**src/hw/ovt_pkg.sv**
```systemverilog
package ovt_pkg;
  localparam logic [7:0] CMD_CLEAR = 8'h03;
  localparam logic [7:0] CMD_RESTORE = 8'h16;
  localparam logic [7:0] CMD_MODE = 8'h20;
  localparam logic [7:0] CMD_TARGET = 8'h21;
  localparam logic [7:0] CMD_OFFSET = 8'h22;
  localparam logic [7:0] CMD_CEIL = 8'h24;
  localparam logic [7:0] CMD_RATE = 8'h27;
  localparam logic [7:0] CMD_FLOOR = 8'h28;
  localparam logic [7:0] CMD_STS_BYTE = 8'h78;
  localparam logic [7:0] CMD_STS_WORD = 8'h79;
  localparam logic [7:0] CMD_STS_VOUT = 8'h7A;
  localparam logic [7:0] CMD_STS_CML = 8'h7E;
  localparam logic [7:0] CMD_CONFIG = 8'hD0;
  // Device address, value arbitrary.
  localparam logic [6:0] DEV_ADDR = 7'h24;
  // Configuration register fields.
  localparam int CFG_STRAP = 0;
  localparam int CFG_REVERT = 1;
  localparam int CFG_RSTPIN = 2;
  localparam int CFG_SCALE = 3;
  // Reset values.
  localparam logic [4:0] MODE_RESET = 5'h17;
  localparam logic [15:0] TRIM_RESET = 16'h0000;
  localparam logic [15:0] CEIL_RESET = 16'hFFFF;
  localparam logic [15:0] FLOOR_RESET = 16'h0000;
  localparam logic [15:0] RATE_RESET = 16'h0001;
  localparam logic [7:0] CFG_RESET = 8'h00;
  // Exponent limits and the bias that turns an exponent into a shift.
  localparam logic signed [4:0] EXP_MOST = 5'sh1C;
  localparam logic signed [4:0] EXP_LEAST = 5'sh14;
  localparam logic [4:0] EXP_BIAS = 5'h0C;
  // Valid ranges per loop scale and hardware maximum, in 2^-12 V units.
  localparam logic signed [25:0] RANGE_S0 = 26'sh0000B33;
  localparam logic signed [25:0] RANGE_S1 = 26'sh0001666;
  localparam logic signed [25:0] RANGE_S2 = 26'sh0002CCC;
  localparam logic signed [25:0] RANGE_S3 = 26'sh0006000;
  localparam logic signed [25:0] DAC_HW_MAX = 26'sh0005800;
  // Trim backup limits at exponent -12.
  localparam logic signed [25:0] SAVE_HI = 26'sh000007F;
  localparam logic signed [25:0] SAVE_LO = 26'sh3FFFF80;
  typedef enum {ST_IDLE, ST_ADDR, ST_CMD, ST_WR, ST_TX} ovt_bus_e;
endpackage : ovt_pkg

```
**src/hw/ovt_target_ctrl.sv**
```systemverilog
`timescale 1ns/10ps
module ovt_target_ctrl (
  // Clock, clock enable and synchronous reset
  input wire logic ref_clk,
  input wire logic ce,
  input wire logic rst,
  // PMBus pins, open drain
  input wire logic pmb_scl,
  input wire logic pmb_sda_in,
  output logic pmb_sda_out,
  output logic pmb_sda_oe,
  output logic pmb_alert_out,
  output logic pmb_alert_oe,
  // Board pin, low asserts reset when enabled
  input wire logic power_good_or_reset_pin,
  // Default sources and converter state
  input wire logic [15:0] nvm_target,
  input wire logic [15:0] voltage_select_strap_pin,
  input wire logic [7:0] nvm_trim,
  input wire logic conv_en,
  input wire logic fault_shutdown,
  // Reference and backup outputs
  output logic [15:0] dac_code,
  output logic dac_moving,
  output logic [15:0] boot_voltage,
  output logic [7:0] nvm_trim_save
);
  // Widens a word to 2^-12 V units at the active exponent.
  function automatic logic signed [25:0] up(input logic [15:0] v,
    input logic sgn, input logic [3:0] s);
    up = $signed({(sgn ? {10{v[15]}} : 10'h000), v}) <<< s;
  endfunction : up

  logic [2:0] sync_out;
  logic scl_d;
  logic sda_d;
  ovt_pkg::ovt_bus_e st;
  logic [3:0] bitc;
  logic [7:0] sh;
  logic [7:0] tx;
  logic tx_hi;
  logic rw;
  logic [7:0] cmd;
  logic [1:0] nbytes;
  logic [15:0] wdata;
  logic wr_live;
  logic [15:0] output_target_word;
  logic [15:0] output_offset_word;
  logic [15:0] output_ceiling_word;
  logic [15:0] floor_word;
  logic [15:0] rate_word;
  logic [4:0] mode_exp;
  logic [7:0] cfg;
  logic boot_pending;
  logic warn;
  logic cml_data;
  logic cml_cmd;
  logic [15:0] ref_target;

  // Two-flop synchronisers for clock, data and reset pin.
  wire [2:0] raw_in = {power_good_or_reset_pin, pmb_sda_in, pmb_scl};
  genvar gi;
  generate
    for (gi = 0; gi < 3; gi++)
    begin : g_sync
      logic s1;
      logic s2;
      always_ff @(posedge ref_clk)
      begin
        if (rst)
        begin
          s1 <= 1'b1;
          s2 <= 1'b1;
        end
        else if (ce)
        begin
          s1 <= raw_in[gi];
          s2 <= s1;
        end
      end
      assign sync_out[gi] = s2;
    end
  endgenerate

  // Bus edge and condition detection on synchronised pins.
  wire scl_s = sync_out[0];
  wire sda_s = sync_out[1];
  wire rpin_s = sync_out[2];
  wire scl_rise = scl_s & ~scl_d;
  wire scl_fall = ~scl_s & scl_d;
  wire start_ev = scl_s & scl_d & sda_d & ~sda_s;
  wire stop_ev = scl_s & scl_d & ~sda_d & sda_s;
  wire in_frame = st != ovt_pkg::ST_IDLE;
  wire is_tx = st == ovt_pkg::ST_TX;
  wire addr_miss = (st == ovt_pkg::ST_ADDR) & (sh[7:1] != ovt_pkg::DEV_ADDR);

  // Transaction decode at the stop condition.
  wire commit = stop_ev & wr_live;
  wire wr_word = commit & (nbytes == 2'h2);
  wire wr_byte = commit & (nbytes == 2'h1);
  wire wr_send = commit & (nbytes == 2'h0);
  wire w_target = wr_word & (cmd == ovt_pkg::CMD_TARGET);
  wire w_offset = wr_word & (cmd == ovt_pkg::CMD_OFFSET);
  wire w_ceil = wr_word & (cmd == ovt_pkg::CMD_CEIL);
  wire w_floor = wr_word & (cmd == ovt_pkg::CMD_FLOOR);
  wire w_rate = wr_word & (cmd == ovt_pkg::CMD_RATE);
  wire w_mode = wr_byte & (cmd == ovt_pkg::CMD_MODE);
  wire w_cfg = wr_byte & (cmd == ovt_pkg::CMD_CONFIG);
  wire w_clear = wr_send & (cmd == ovt_pkg::CMD_CLEAR);
  wire w_restore = wr_send & (cmd == ovt_pkg::CMD_RESTORE);
  wire valid_cmd = w_target | w_offset | w_ceil | w_floor | w_rate
    | w_mode | w_cfg | w_clear | w_restore;

  // Configuration fields.
  wire strap_source_select_register = cfg[ovt_pkg::CFG_STRAP];
  wire fault_target_revert_option = cfg[ovt_pkg::CFG_REVERT];
  wire rst_pin_used = cfg[ovt_pkg::CFG_RSTPIN];
  wire [1:0] scale = cfg[ovt_pkg::CFG_SCALE+1:ovt_pkg::CFG_SCALE];

  // Default source, reset pin and fault revert requests.
  wire [15:0] default_src = strap_source_select_register
    ? voltage_select_strap_pin : nvm_target;
  wire load_boot = boot_pending | w_restore;
  wire rpin_rst = rst_pin_used & ~rpin_s;
  wire fault_rev = fault_shutdown & fault_target_revert_option;

  // Status views and read data.
  wire cml_any = cml_data | cml_cmd;
  wire [7:0] sts_byte = {6'h00, cml_any, warn};
  wire [7:0] sts_vout = {4'h0, warn, 3'h0};
  wire [7:0] sts_cml = {cml_cmd, cml_data, 6'h00};
  wire [15:0] rdw =
    (cmd == ovt_pkg::CMD_TARGET) ? output_target_word :
    (cmd == ovt_pkg::CMD_OFFSET) ? output_offset_word :
    (cmd == ovt_pkg::CMD_CEIL) ? output_ceiling_word :
    (cmd == ovt_pkg::CMD_FLOOR) ? floor_word :
    (cmd == ovt_pkg::CMD_RATE) ? rate_word :
    (cmd == ovt_pkg::CMD_MODE) ? {11'h000, mode_exp} :
    (cmd == ovt_pkg::CMD_CONFIG) ? {8'h00, cfg} :
    (cmd == ovt_pkg::CMD_STS_BYTE) ? {8'h00, sts_byte} :
    (cmd == ovt_pkg::CMD_STS_WORD) ? {warn, 7'h00, sts_byte} :
    (cmd == ovt_pkg::CMD_STS_VOUT) ? {8'h00, sts_vout} :
    (cmd == ovt_pkg::CMD_STS_CML) ? {8'h00, sts_cml} : 16'hFFFF;
  wire [7:0] tx_next = tx_hi ? rdw[15:8] : 8'hFF;

  // Effective target in one exponent with limit checks.
  wire [3:0] sh_exp = 4'(mode_exp + ovt_pkg::EXP_BIAS);
  wire [15:0] cand_tgt = w_target ? wdata : output_target_word;
  wire [15:0] cand_ceil = w_ceil ? wdata : output_ceiling_word;
  wire [15:0] cand_floor = w_floor ? wdata : floor_word;
  wire signed [25:0] tgt_c = up(cand_tgt, 1'b0, sh_exp);
  wire signed [25:0] ceil_c = up(cand_ceil, 1'b0, sh_exp);
  wire signed [25:0] floor_c = up(cand_floor, 1'b0, sh_exp);
  wire signed [25:0] range_max = (scale == 2'h0) ? ovt_pkg::RANGE_S0 :
    (scale == 2'h1) ? ovt_pkg::RANGE_S1 :
    (scale == 2'h2) ? ovt_pkg::RANGE_S2 : ovt_pkg::RANGE_S3;
  wire signed [25:0] eff_chk = tgt_c + up(wdata, 1'b1, sh_exp);
  wire trim_bad = (eff_chk < 0) | (eff_chk > range_max);
  wire [15:0] cand_trim = (w_offset & ~trim_bad) ? wdata
    : output_offset_word;
  wire signed [25:0] eff = tgt_c + up(cand_trim, 1'b1, sh_exp);
  wire signed [25:0] floor_lim = (floor_c > ceil_c)
    ? ceil_c : floor_c;
  wire over = eff > ceil_c;
  wire under = eff < floor_lim;
  wire signed [25:0] lim1 = over ? ceil_c : under ? floor_lim : eff;
  wire signed [25:0] lim2 = (lim1 > ovt_pkg::DAC_HW_MAX)
    ? ovt_pkg::DAC_HW_MAX : (lim1 < 0) ? 26'sh0000000 : lim1;
  wire changed = w_target | (w_offset & ~trim_bad) | w_ceil | w_floor;
  wire warn_set = conv_en & changed & (over | under);
  wire bad_mode = w_mode & (conv_en | ($signed(wdata[4:0]) >
    ovt_pkg::EXP_MOST) | ($signed(wdata[4:0]) < ovt_pkg::EXP_LEAST));
  wire cml_data_set = (w_offset & trim_bad) | bad_mode;
  wire cml_cmd_set = commit & ~valid_cmd;
  wire signed [25:0] trim12 = up(output_offset_word, 1'b1, sh_exp);
  wire signed [25:0] save_v = (trim12 > ovt_pkg::SAVE_HI)
    ? ovt_pkg::SAVE_HI : (trim12 < ovt_pkg::SAVE_LO)
    ? ovt_pkg::SAVE_LO : trim12;
  wire [15:0] nvm_trim_cur = 16'($signed({{8{nvm_trim[7]}}, nvm_trim})
    >>> sh_exp);

  // PMBus slave bit engine: receive, acknowledge and transmit.
  always_ff @(posedge ref_clk)
  begin
    if (rst)
    begin
      scl_d <= 1'b1;
      sda_d <= 1'b1;
      st <= ovt_pkg::ST_IDLE;
      bitc <= 4'h0;
      sh <= 8'h00;
      tx <= 8'h00;
      tx_hi <= 1'b0;
      rw <= 1'b0;
      cmd <= 8'h00;
      nbytes <= 2'h0;
      wdata <= 16'h0000;
      wr_live <= 1'b0;
      pmb_sda_oe <= 1'b0;
    end
    else if (ce)
    begin
      scl_d <= scl_s;
      sda_d <= sda_s;
      if (start_ev | stop_ev)
      begin
        st <= start_ev ? ovt_pkg::ST_ADDR : ovt_pkg::ST_IDLE;
        bitc <= 4'hF; // The fall closing a start wraps this to zero.
        pmb_sda_oe <= 1'b0;
        wr_live <= 1'b0;
      end
      else if (scl_rise & in_frame & (bitc < 4'h8))
        sh <= {sh[6:0], sda_s};
      else if (scl_rise & is_tx & sda_s)
        st <= ovt_pkg::ST_IDLE;
      else if (scl_fall & in_frame & (bitc == 4'h7))
      begin
        bitc <= 4'h8;
        pmb_sda_oe <= ~is_tx & ~addr_miss;
        rw <= sh[0];
        if (addr_miss)
          st <= ovt_pkg::ST_IDLE;
      end
      else if (scl_fall & in_frame & (bitc == 4'h8))
      begin
        bitc <= 4'h0;
        pmb_sda_oe <= 1'b0;
        case (st)
          ovt_pkg::ST_ADDR:
          begin
            st <= rw ? ovt_pkg::ST_TX : ovt_pkg::ST_CMD;
            pmb_sda_oe <= rw & ~rdw[7];
            tx <= {rdw[6:0], 1'b0};
            tx_hi <= 1'b1;
          end
          ovt_pkg::ST_CMD:
          begin
            cmd <= sh;
            wr_live <= 1'b1;
            nbytes <= 2'h0;
            st <= ovt_pkg::ST_WR;
          end
          ovt_pkg::ST_WR:
          begin
            wdata <= (nbytes == 2'h0) ? {8'h00, sh} : {sh, wdata[7:0]};
            nbytes <= (nbytes == 2'h3) ? nbytes : 2'(nbytes + 2'h1);
          end
          ovt_pkg::ST_TX:
          begin
            pmb_sda_oe <= ~tx_next[7];
            tx <= {tx_next[6:0], 1'b0};
            tx_hi <= 1'b0;
          end
          default: st <= ovt_pkg::ST_IDLE;
        endcase
      end
      else if (scl_fall & in_frame)
      begin
        bitc <= 4'(bitc + 4'h1);
        if (is_tx)
        begin
          pmb_sda_oe <= ~tx[7];
          tx <= {tx[6:0], 1'b0};
        end
      end
    end
  end

  // Target word: boot load, reset pin, fault revert, then host write.
  always_ff @(posedge ref_clk)
  begin
    if (rst)
      output_target_word <= 16'h0000;
    else if (ce)
    begin
      if (load_boot)
        output_target_word <= default_src;
      else if (rpin_rst)
        output_target_word <= boot_voltage;
      else if (fault_rev)
        output_target_word <= default_src;
      else if (w_target)
        output_target_word <= wdata;
    end
  end

  // Boot voltage is caught after reset release and on restore only.
  always_ff @(posedge ref_clk)
  begin
    if (rst)
    begin
      boot_pending <= 1'b1;
      boot_voltage <= 16'h0000;
    end
    else if (ce)
    begin
      boot_pending <= 1'b0;
      if (load_boot)
        boot_voltage <= default_src;
    end
  end

  // Trim, limits, rate, exponent and configuration registers.
  always_ff @(posedge ref_clk)
  begin
    if (rst)
    begin
      output_offset_word <= ovt_pkg::TRIM_RESET;
      output_ceiling_word <= ovt_pkg::CEIL_RESET;
      floor_word <= ovt_pkg::FLOOR_RESET;
      rate_word <= ovt_pkg::RATE_RESET;
      mode_exp <= ovt_pkg::MODE_RESET;
      cfg <= ovt_pkg::CFG_RESET;
    end
    else if (ce)
    begin
      if (load_boot)
        output_offset_word <= nvm_trim_cur;
      else if (w_offset & ~trim_bad)
        output_offset_word <= wdata;
      if (w_ceil)
        output_ceiling_word <= wdata;
      if (w_floor)
        floor_word <= wdata;
      if (w_rate)
        rate_word <= wdata;
      if (w_mode & ~bad_mode)
        mode_exp <= wdata[4:0];
      if (w_cfg)
        cfg <= wdata[7:0];
    end
  end

  // Sticky status, clamped reference and registered outputs.
  always_ff @(posedge ref_clk)
  begin
    if (rst)
    begin
      warn <= 1'b0;
      cml_data <= 1'b0;
      cml_cmd <= 1'b0;
      ref_target <= 16'h0000;
      nvm_trim_save <= 8'h00;
      pmb_alert_oe <= 1'b0;
      pmb_alert_out <= 1'b0;
      pmb_sda_out <= 1'b0;
    end
    else if (ce)
    begin
      warn <= warn_set | (warn & ~w_clear);
      cml_data <= cml_data_set | (cml_data & ~w_clear);
      cml_cmd <= cml_cmd_set | (cml_cmd & ~w_clear);
      ref_target <= lim2[15:0];
      nvm_trim_save <= save_v[7:0];
      pmb_alert_oe <= warn_set | cml_data_set | cml_cmd_set
        | ((warn | cml_any) & ~w_clear);
    end
  end

  // Ramps the reference toward the clamped target.
  ovt_slew u_slew (
    .ref_clk(ref_clk),
    .ce(ce),
    .rst(rst),
    .goal(ref_target),
    .period(rate_word),
    .level(dac_code),
    .moving(dac_moving)
  );
endmodule : ovt_target_ctrl

```
**src/hw/ovt_slew.sv**
```systemverilog
`timescale 1ns/10ps
module ovt_slew (
  // Clock, enable and reset
  input wire logic ref_clk,
  input wire logic ce,
  input wire logic rst,
  // Goal and cycles per one-step move
  input wire logic [15:0] goal,
  input wire logic [15:0] period,
  // Ramped reference
  output logic [15:0] level,
  output logic moving
);
  logic [15:0] cnt;
  wire tick = (cnt >= period) | (period == 16'h0000);
  wire up_step = goal > level;
  wire dn_step = goal < level;

  // Moves the reference one step toward the goal per rate period.
  always_ff @(posedge ref_clk)
  begin
    if (rst)
    begin
      cnt <= 16'h0000;
      level <= 16'h0000;
      moving <= 1'b0;
    end
    else if (ce)
    begin
      cnt <= tick ? 16'h0001 : 16'(cnt + 16'h0001);
      moving <= up_step | dn_step;
      if (tick & up_step)
        level <= 16'(level + 16'h0001);
      else if (tick & dn_step)
        level <= 16'(level - 16'h0001);
    end
  end
endmodule : ovt_slew

```
**config.mk**
```make
export PLATFORM = sky130hd
export DESIGN_NAME = ovt_target_ctrl
export DESIGN_NICKNAME = d
export VERILOG_FILES = /design/src/hw/ovt_pkg.sv /design/src/hw/ovt_target_ctrl.sv /design/src/hw/ovt_slew.sv
export SDC_FILE = /design/constraint.sdc
export NUM_CORES = 1
export LEC_CHECK = 0
export BUFFER_PORTS_ARGS = -buffer_cell sky130_fd_sc_hd__buf_2
export CAP_MARGIN = 10
export CELL_PAD_IN_SITES_DETAIL_PLACEMENT = 0
export CELL_PAD_IN_SITES_GLOBAL_PLACEMENT = 1
export CORE_MARGIN = 5
export CORE_UTILIZATION = 45
export CTS_CLUSTER_DIAMETER = 200
export DETAILED_ROUTE_END_ITERATION = 10
export PLACE_DENSITY_LB_ADDON = 0.2
export SETUP_SLACK_MARGIN = 0.1
export SYNTH_ARGS = -nofsm -noshare
export SYNTH_HDL_FRONTEND = slang
export SYNTH_HIERARCHICAL = 1
export SYNTH_SLANG_ARGS = --single-unit
```
**constraint.sdc**
```tcl
create_clock -name ref_clk -period 19.3 [get_ports ref_clk]
set_input_delay 3.86 -clock ref_clk [delete_from_list [all_inputs] [get_ports ref_clk]]
set_output_delay 3.86 -clock ref_clk [all_outputs]
set_load 0.005 [all_outputs]
```
Yosys cells after proc, flatten, opt, wreduce, memory -nomap -nowiden
Index checks and enable logic that the tools add are counted.
{ "totals": {"input_bits": 48, "register_bits": 261, "output_inout_bits": 45, "elab_cells": 296} }
{ "classes": {"n_addsub": 8, "mux": 71, "eq_ne": 34, "n_reduce_logical": 32, "magnitude_cmp": 15, "bitwise": 91, "shifts": 7} }
{ "ops": {"columns": ["op", "count"], "rows": [
  ["$mux W16", 26],
  ["$mux W32", 6],
  ["$eq A32 B2 Y1 const B", 3],
  ["$pmux W32 S3", 1],
  ["$mux W26", 3],
  ["$sshl A16 B4 Y26", 3],
  ["$sshl A17 B4 Y26", 3],
  ["$add A26 B26 Y26", 2],
  ["$gt A26 B26 Y1", 2],
  ["$lt A26 B1 Y1 const B", 2],
  ["$eq A8 B6 Y1 const B", 6],
  ["$mux W8", 6],
  ["$and A1 B1 Y1", 45],
  ["$mux W15", 3],
  ["$add A16 B1 Y16 const B", 2],
  ["$eq A32 B1 Y1 const B", 1],
  ["$eq A32 B3 Y1 const B", 1],
  ["$eq A32 B4 Y1 const B", 1],
  ["$eq A8 B7 Y1 const B", 4],
  ["$reduce_bool A32 Y1", 1],
  ["$or A1 B1 Y1", 28],
  ["$gt A26 B16 Y1", 1],
  ["$gt A26 B16 Y1 const B", 1],
  ["$gt A26 B8 Y1 const B", 1],
  ["45 further kinds", 106]
]} }

Logic depth before layout (Yosys ltp)
Gate-level depths: netlist of run 1.
{ "logic_depth": {"word_depth": 22, "mapped_depth": 75} }

Modules after synthesis
The synthesis of run 1 kept the hierarchy.
{ "modules_own_cells": {"columns": ["module", "seq_area_each_um2", "area_per_inst_um2", "n_inst", "cells_per_inst"], "rows": [
  ["ovt_target_ctrl", 3963.8, 22245.1, 1, 3039],
  ["ovt_slew", 660.6, 2781.4, 1, 344]
]} }

Least setup slack after synthesis of run 1
OpenSTA, ideal clock, no wires.
{ "synth_path": {"kind": "register -> register", "startpoint": "register mode_exp[1]", "endpoint": "register ref_target[4]", "slack_ns": 5.905, "stages_incl_launch_ff": 69, "t_arrival_ns": 13.308, "n_path_buf": 12, "path_cell_list": "dfxtp_1 buf_2 buf_2 clkbuf_1 buf_1 clkbuf_1 clkbuf_1 buf_1 clkbuf_1 buf_1 mux2i_1 nor2_1 a21oi_1 nor2_1 ha_1 a21o_1 a21oi_1 nand2b_1 [... 33 more ...] a211o_1 ha_1 a21oi_1 nor2b_1 o21ai_0 nand2b_1 a21oi_1 nor2b_1 o21ai_0 nand3_1 a22oi_1 nand2_1 or4_1 o41ai_1 mux2_2 nand2_2 buf_4 o31ai_1"} }
{ "synth_between": {"elab_chain_cells": 16} }
{ "synth_rtl": {"columns": ["element", "line", "rtl"], "rows": [
  ["start: declaration", "ovt_target_ctrl.sv:52", "logic [4:0] mode_exp;"],
  ["start signal: assignment", "ovt_target_ctrl.sv:312", "mode_exp <= ovt_pkg::MODE_RESET;"],
  ["start signal: assignment", "ovt_target_ctrl.sv:328", "mode_exp <= wdata[4:0];"],
  ["$add A4 B4 Y4 *", "ovt_target_ctrl.sv:147", "wire [3:0] sh_exp = 4'(mode_exp + ovt_pkg::EXP_BIAS);"],
  ["$sshl A17 B4 Y26 or $sshl A16 B4 Y26 (tied branches)", "ovt_target_ctrl.sv:31", "up = $signed({(sgn ? {10{v[15]}} : 10'h000), v}) <<< s;"],
  ["$add A26 B26 Y26", "ovt_target_ctrl.sv:157", "wire signed [25:0] eff_chk = tgt_c + up(wdata, 1'b1, sh_exp);"],
  ["$lt A26 B1 Y1 or $gt A26 B16 Y1 (tied branches)", "ovt_target_ctrl.sv:158", "wire trim_bad = (eff_chk < 0) | (eff_chk > range_max);"],
  ["$or A1 B1 Y1", "ovt_target_ctrl.sv:158", null],
  ["$not A1 Y1", "ovt_target_ctrl.sv:159", "wire [15:0] cand_trim = (w_offset & ~trim_bad) ? wdata"],
  ["$and A1 B1 Y1", "ovt_target_ctrl.sv:159", null],
  ["$mux W16", null, null],
  ["$sshl A16 B4 Y26", "ovt_target_ctrl.sv:31", null],
  ["$add A26 B26 Y26", "ovt_target_ctrl.sv:161", "wire signed [25:0] eff = tgt_c + up(cand_trim, 1'b1, sh_exp);"],
  ["$lt A26 B26 Y1", "ovt_target_ctrl.sv:165", "wire under = eff < floor_lim;"],
  ["$mux W26", "ovt_target_ctrl.sv:166", "wire signed [25:0] lim1 = over ? ceil_c : under ? floor_lim : eff;"],
  ["$mux W26 *", "ovt_target_ctrl.sv:166", null],
  ["$lt A26 B1 Y1", "ovt_target_ctrl.sv:168", "? ovt_pkg::DAC_HW_MAX : (lim1 < 0) ? 26'sh0000000 : lim1;"],
  ["$mux W16", "ovt_target_ctrl.sv:168", null],
  ["$mux W16 *", "ovt_target_ctrl.sv:168", null],
  ["end signal: assignment", "ovt_target_ctrl.sv:353", "ref_target <= lim2[15:0];"],
  ["end: declaration", "ovt_target_ctrl.sv:58", "logic [15:0] ref_target;"]
]} }
Every way passes the cells marked *; elsewhere a longest branch is shown, timed or not.
A chain may end at the register's enable or synchronous reset.

Worst setup path after layout of run 1
{ "layout_path": {"startpoint": "register nbytes[0]", "endpoint": "register ref_target[0]"} }
{ "layout_between": {"elab_chain_cells": 19} }
{ "layout_rtl": {"columns": ["element", "line", "rtl"], "rows": [
  ["start: declaration", "ovt_target_ctrl.sv:44", "logic [1:0] nbytes;"],
  ["start signal: assignment", "ovt_target_ctrl.sv:246", "nbytes <= (nbytes == 2'h3) ? nbytes : 2'(nbytes + 2'h1);"],
  ["$eq A2 B2 Y1 *", "ovt_target_ctrl.sv:99", "wire wr_word = commit & (nbytes == 2'h2);"],
  ["$and A1 B1 Y1 *", "ovt_target_ctrl.sv:99", null],
  ["$and A1 B1 Y1", "ovt_target_ctrl.sv:102", "wire w_target = wr_word & (cmd == ovt_pkg::CMD_TARGET);"],
  ["$mux W16", null, null],
  ["$sshl A17 B4 Y26", "ovt_target_ctrl.sv:31", null],
  ["$add A26 B26 Y26", "ovt_target_ctrl.sv:157", null],
  ["$lt A26 B1 Y1 or $gt A26 B16 Y1 (tied branches)", "ovt_target_ctrl.sv:158", null],
  ["$or A1 B1 Y1", "ovt_target_ctrl.sv:158", null],
  ["[... 3 more ...]", null, null],
  ["$sshl A16 B4 Y26", "ovt_target_ctrl.sv:31", null],
  ["$add A26 B26 Y26", "ovt_target_ctrl.sv:161", null],
  ["$lt A26 B26 Y1", "ovt_target_ctrl.sv:165", null],
  ["$mux W26", "ovt_target_ctrl.sv:166", null],
  ["$mux W26 *", "ovt_target_ctrl.sv:166", null],
  ["$lt A26 B1 Y1", "ovt_target_ctrl.sv:168", null],
  ["$mux W16", "ovt_target_ctrl.sv:168", null],
  ["$mux W16 *", "ovt_target_ctrl.sv:168", null]
]} }
Marked as above.

==> out/qor.yml, run 1 <==
logic_synthesis:
  yosys_most_used_dff: "dfxtp_1"
  ys_seq_area_frac: 0.1848
  ys_ff_latch: 231
  synthArstFlopShare: 0
  syn-cell-area_um2: 25030
  syn_area_per_cell_um2: 7.398
  synth_edf_count: 0
  syn_inst: 3383
  netlist-cell-type-count: 107
  ys_warn_count: 6
layout:
  syn2layout_area_growth_pct: 7.469
  antenna_cells: 0
  layout.nets: 3564
  drive_gt1_frac: 0.09823
  postLayoutCoreUtil: 0.4882
  num-fill-cells: 5600
clocking:
  postCtsResizedCells: 0
  cts_tree: "done"
  cts.sinks: 231
  worstSkewPairLatency_ns: 0.59
  cts.hold.buffers_added: 0
  numCtsBuffers: 29
  cts.path.max_buffers: 3
  ctsHtreeMaxLevel: 1
  clk_pin_slew_ns: 0.06
  clockRootBuffer: "clkbuf_16"
  post_cts_buffers: 0
drt:
  ant_nets: 0
  viasPerCell: 6.409
  wirelength_mm: 99.35
  wl_per_cell_um: 24.31
  vias: 26190
  route.detailed.drc: 0
  drt_iter0_markers: 2742
  dr.pass1.iters: 6
worst_setup_path:
  worst_ep_required_time_ns: 19.71
  critPathMaxFanout: 27
  cp-end-kind: "flip-flop"
  path_delay_family: "compound AO/OA/AOI/OAI gates"
  slowest_stage: "a221oi_2"
  r2r_cells: 60
  crit_type: "reg -> reg"
  cp_num_cells: 60
  max_stage_delay_ns: 1.04
  startpoint_type: "flip-flop"
  cp.buffers_inverters: 1
  critPathArrivalTime_ns: 16.77
  crit_path_frequent_cell: "a21oi_1"
placed_design:
  dp_slack_ns: 3.314
  dpl.hpwl_mm: 76.47
  gp_congestion: 1.009
  port_buffers: 90
die:
  core_area_um2: 55090
  rows: 86
  dieArea_um2: 60430
  die_width_um: 245.8
  pin_count: 93
  start_util: 0.4543
  die_h_um: 245.8
global_routing:
  first_global_vias: 24770
  grt_max_degree: 76
  grt_overflow_total: 0
  track_usage: 0.3146
  grt_pass1_wl_mm: 151.4
  antenna_found_initial: 0
sta:
  hold_viol_final: 0
  relSlewSlack: 0.1727
  setup_tns_ns: 0
  min_period_ns: 16.36
  rsz0062_at_grt: "false"
  clock_skew_ns: 0.04672
  slew_viol_final: 0
  worst_pin_slew_ns: 1.241
  setup_violations: 0
  fin_ws_ns: 2.937
  fmax_mhz: 61.12
  finalCritPeriodShare: 0.8478
run:
  cap_violations: 0
power:
  power_density_nw_per_um2: 65.17
  total_power_w: 0.001753
  total_leakage_power_nw: 12.10
  vdd_ir_drop_max_uv: 76.52
status:
  status: "finished clean"
worst_hold_path:
  worstHoldPathCells: 2
  hp-class: "reg -> reg"
## through the flow
stage                     area, um^2  hold slack, ns  std cells
after CTS                      26900          0.4624       4087
final                          26900          0.4587       4087
after global routing           26900          0.4756       4087
after detailed placement       25860          0.4519       4034
after global placement         25860          0.4316       4034
after floorplan                25030          0.4164       3384
## synth_stat cells, types with 66 or more instances
master | n | share of area
nor2_1 | 406 | 0.061
nand2_1 | 360 | 0.054
a21oi_1 | 319 | 0.064
mux2i_1 | 309 | 0.12
dfxtp_1 | 231 | 0.18
ha_1 | 196 | 0.098
clkbuf_1 | 183 | 0.027
o21ai_0 | 167 | 0.033
inv_1 | 136 | 0.020
nand3_1 | 82 | 0.016
nor3_1 | 69 | 0.014
a211oi_1 | 67 | 0.020
a21o_1 | 66 | 0.020
## layer usage
layer	GRT usage	share of wire	up-vias
met2	0.4948	0.44	1178
met1	0.4358	0.44	12510
met3	0.04880	0.077	241
met4	0.1183	0.047	0
met5	0	0	-
li1	-	-	12260
## path summary, 6_finish.rpt
check | start | end | slack [ns]
worst max-delay path | nbytes[0] | ref_target[0] | 2.94
worst min-delay path | pmb_sda_oe | pmb_sda_oe | 0.46
worst max register to register | nbytes[0] | ref_target[0] | 2.94
worst min register to register | pmb_sda_oe | pmb_sda_oe | 0.46
## where the power goes
part,switching (W),total (W),internal (W)
combinational,0.000373,0.000623,0.000250
clock,0.000233,0.000591,0.000358
sequential,0.0000378,0.000539,0.000501
total,0.000644,0.00175,0.00111
## registers in the layout (all words and copies together) (netlist names), 2 cells and up
signal,flops
sh,8
output_target_word,16
g_sync.s2,3
bitc,4
ref_target,16
floor_word,16
mode_exp,5
cfg,8
boot_voltage,16
u_slew/cnt,16
output_offset_word,16
nbytes,2
nvm_trim_save,8
rate_word,16
u_slew/level,16
st,3
tx,7
g_sync.s1,3
cmd,8
output_ceiling_word,16
wdata,16
## cells in the final DEF (no fill, tap or decap), types with 27 or more instances in the layout
master / count
nand2b_1: 37
o31ai_1: 28
a31oi_1: 27
ha_1: 196
buf_4: 45
xnor2_1: 33
o21ai_0: 167
mux2_2: 49
mux4_2: 30
nor2_1: 404
o22ai_1: 33
inv_1: 134
or3_1: 27
buf_2: 88
a21o_1: 66
nand3_1: 82
nand4_1: 53
clkbuf_16: 30
mux2i_1: 309
dfxtp_1: 227
a211oi_1: 67
nor3_1: 69
nand2_1: 360
a21oi_1: 319
and2_1: 35
## cells by family (layout without fill, tap and decap cells)
family / after synthesis / after routing / synth area share
AO/OA/AOI/OAI: 926 / 926 / 0.2393
XOR/XNOR: 58 / 58 / 0.02060
adder cells (fa/ha/maj): 200 / 200 / 0.1008
buffers and inverters: 370 / 325 / 0.05789
flip-flops: 231 / 231 / 0.1848
multiplexers: 390 / 390 / 0.1737
other: 1 / 2 / 0.0001498
AND/OR/NAND/NOR: 1207 / 1207 / 0.2228
## cell type report
cell class,instances,area (um^2),area share
repair buffers,134,789.5,0.02935
flip-flops and latches,231,4639,0.1725
inverters,138,520.5,0.01935
well taps,748,935.9,0.03480
clock buffers,37,827.0,0.03075
clock inverters,16,209.0,0.007769
multi-input cells,2783,18970,0.7055
## worst reg2reg max path: cells and delay by family (launching register included)
family	cells	cell delay (ns)
compound gates	27	6.15
xor+xnor	1	0.23
fa+ha+maj	5	1.52
buf+inv	1	0.09
flops	1	0.35
mux	5	1.93
simple gates	21	5.96
Power figures use the tool's default switching activity.
==> inputs of run 2 (changes only) <==
--- a/config.mk
+++ b/config.mk
@@ -10,7 +10,7 @@
 export CELL_PAD_IN_SITES_DETAIL_PLACEMENT = 0
 export CELL_PAD_IN_SITES_GLOBAL_PLACEMENT = 1
 export CORE_MARGIN = 5
-export CORE_UTILIZATION = 45
+export CORE_UTILIZATION = 43
 export CTS_CLUSTER_DIAMETER = 200
 export DETAILED_ROUTE_END_ITERATION = 10
 export PLACE_DENSITY_LB_ADDON = 0.2
==> constraint.sdc (replaced) <==
create_clock -name ref_clk -period 14.6 [get_ports ref_clk]
set_input_delay 2.92 -clock ref_clk [delete_from_list [all_inputs] [get_ports ref_clk]]
set_output_delay 2.92 -clock ref_clk [all_outputs]
set_load 0.005 [all_outputs]
==> run 2 against run 1 <==
Effect of this change:
- sequential share of layout area is 0.17 points lower
- highest routed layer unchanged
- clock skew is 0.027 ns lower
- routed wire length is 3.8% higher
- clock-buffer cell count is 3 higher
- sequential cell count stayed put
- largest power group unchanged
- first-iteration DRC count is 6.6% higher
- hold slack better by 0.0046 ns
==> out/qor.yml, run 2 (same netlist as run 1, synthesis figures left out) <==
status:
  status: "finished clean"
sta:
  relSlewSlack: 0.1759
  finalCritPeriodShare: 0.9356
  min_period_ns: 13.66
  slew_viol_final: 0
  worst_pin_slew_ns: 1.232
  setup_violations: 0
  hold_viol_final: 0
  whs_ns: 0.4633
  rsz0062_at_grt: "false"
  setup_tns_ns: 0
  clock_skew_ns: 0.01962
  fmax_mhz: 73.20
placed_design:
  gp_congestion: 0.9795
  dp.cells: 4076
  port_buffers: 90
  dpl.hpwl_mm: 80.32
worst_setup_path:
  crit_type: "reg -> reg"
  r2r_cells: 64
  startpoint_type: "flip-flop"
  cp-end-kind: "flip-flop"
  cp_num_cells: 64
  max_stage_delay_ns: 0.67
  path_delay_family: "simple AND/OR/NAND/NOR gates"
  critPathMaxFanout: 27
  crit_path_frequent_cell: "o21ai_0"
  cp.buffers_inverters: 8
  worst_ep_required_time_ns: 15.09
  slowest_stage: "or4_1"
  critPathArrivalTime_ns: 14.15
global_routing:
  grt_overflow_total: 0
  grt_pass1_wl_mm: 154.8
  track_usage: 0.3082
  grt_max_degree: 86
  first_global_vias: 24540
  antenna_found_initial: 1
clocking:
  cts.sinks: 231
  clk_pin_slew_ns: 0.06
  cts.path.max_buffers: 3
  worstSkewPairLatency_ns: 0.58
  numCtsBuffers: 29
  clockRootBuffer: "clkbuf_16"
  cts_tree: "done"
  cts.hold.buffers_added: 0
  ctsHtreeMaxLevel: 1
drt:
  route.detailed.drc: 0
  vias: 26480
  wirelength_mm: 103.1
  viasPerCell: 6.409
  ant_nets: 0
  met3WireLength_mm: 7.645
  highest_layer: "met4"
  wl_per_cell_um: 24.96
  wl_met1_mm: 46.01
  dr.pass1.iters: 6
  drt_iter0_markers: 2923
  wl_met2_mm: 45.12
layout:
  syn2layout_area_growth_pct: 8.544
  mostFrequentLayoutCells: "403 x nor2_1, 360 x nand2_1, 319 x a21oi_1"
  drive_gt1_frac: 0.1067
  final_common_cell: "nor2_1"
  num-fill-cells: 5882
  fin_cells: 4131
  layout.nets: 3590
die:
  start_util: 0.4338
  pin_count: 93
  rows: 88
  dieArea_um2: 63130
  die_h_um: 251.3
  core_area_um2: 57700
  die_width_um: 251.3
power:
  total_leakage_power_nw: 12.21
  vdd_ir_drop_max_uv: 108.5
  power_density_nw_per_um2: 84.70
worst_hold_path:
  hp-class: "reg -> reg"
  worstHoldPathCells: 2
run:
  cap_violations: 0
run 2: cell count changes in the layout (fill, tap and decap cells not counted), sizes merged:
cell,before,now
inv,141,139
clkinv,8,7
clkinvlp,1,2
clkbuf,37,40
buf,134,160
bufinv,4,3
diode,0,1
run 2: worst min-delay path: stages, from the launching register on:
cell and delay, ns:
dfxtp_1 0.31, nand2_1 0.05, a21oi_1 0.05
run 2: worst paths after layout:
path                    from             end  slack (ns)
setup / recovery   nbytes[0]  ref_target[13]        0.94
hold / removal    pmb_sda_oe      pmb_sda_oe        0.46
setup reg to reg   nbytes[0]  ref_target[13]        0.94
hold reg to reg   pmb_sda_oe      pmb_sda_oe        0.46
run 2: layout make-up:
class                      instances  area (um^2)  area share
multi-input combinational       2783        19050      0.7014
timing repair buffer             160        997.2     0.03671
antenna                            1        2.502  0.00009212
sequential                       231         4639      0.1708
inverter                         138        520.5     0.01916
clock buffer                      40        827.0     0.03045
clock inverter                    13        167.7    0.006172
tap                              765        957.2     0.03524
run 2: metrics by stage:
step | utilization | setup slack (ns) | power [W] | cell area [um^2]
floorplan | - | 1.205 | 0.001316 | 25030
global placement | 0.4518 | 0.5158 | 0.001514 | 26070
detailed placement | 0.4518 | 0.2621 | 0.001531 | 26070
CTS | 0.4691 | 0.2126 | 0.002283 | 27060
global route | 0.4708 | 0.1019 | 0.002425 | 27160
finish | 0.4708 | 0.9396 | 0.002301 | 27160
run 2: layer usage:
metal,vias up,GRT usage
met4,0,0.1057
met1,12800,0.4387
met3,227,0.03673
li1,12280,-
met2,1173,0.4845
met5,-,0
run 2: timing repair:
| item | in CTS | in global routing |
|---|---|---|
| buffers inserted | 0 | 1 |
| setup endpoints to repair | 0 | 15 |
| gates resized for setup | 0 | 14 |
run 2: report_power, final:
part | switching [W] | internal (W)
clock network | 0.000301 | 0.000450
registers | 0.0000481 | 0.000663
logic | 0.000498 | 0.000341
total | 0.000847 | 0.00145
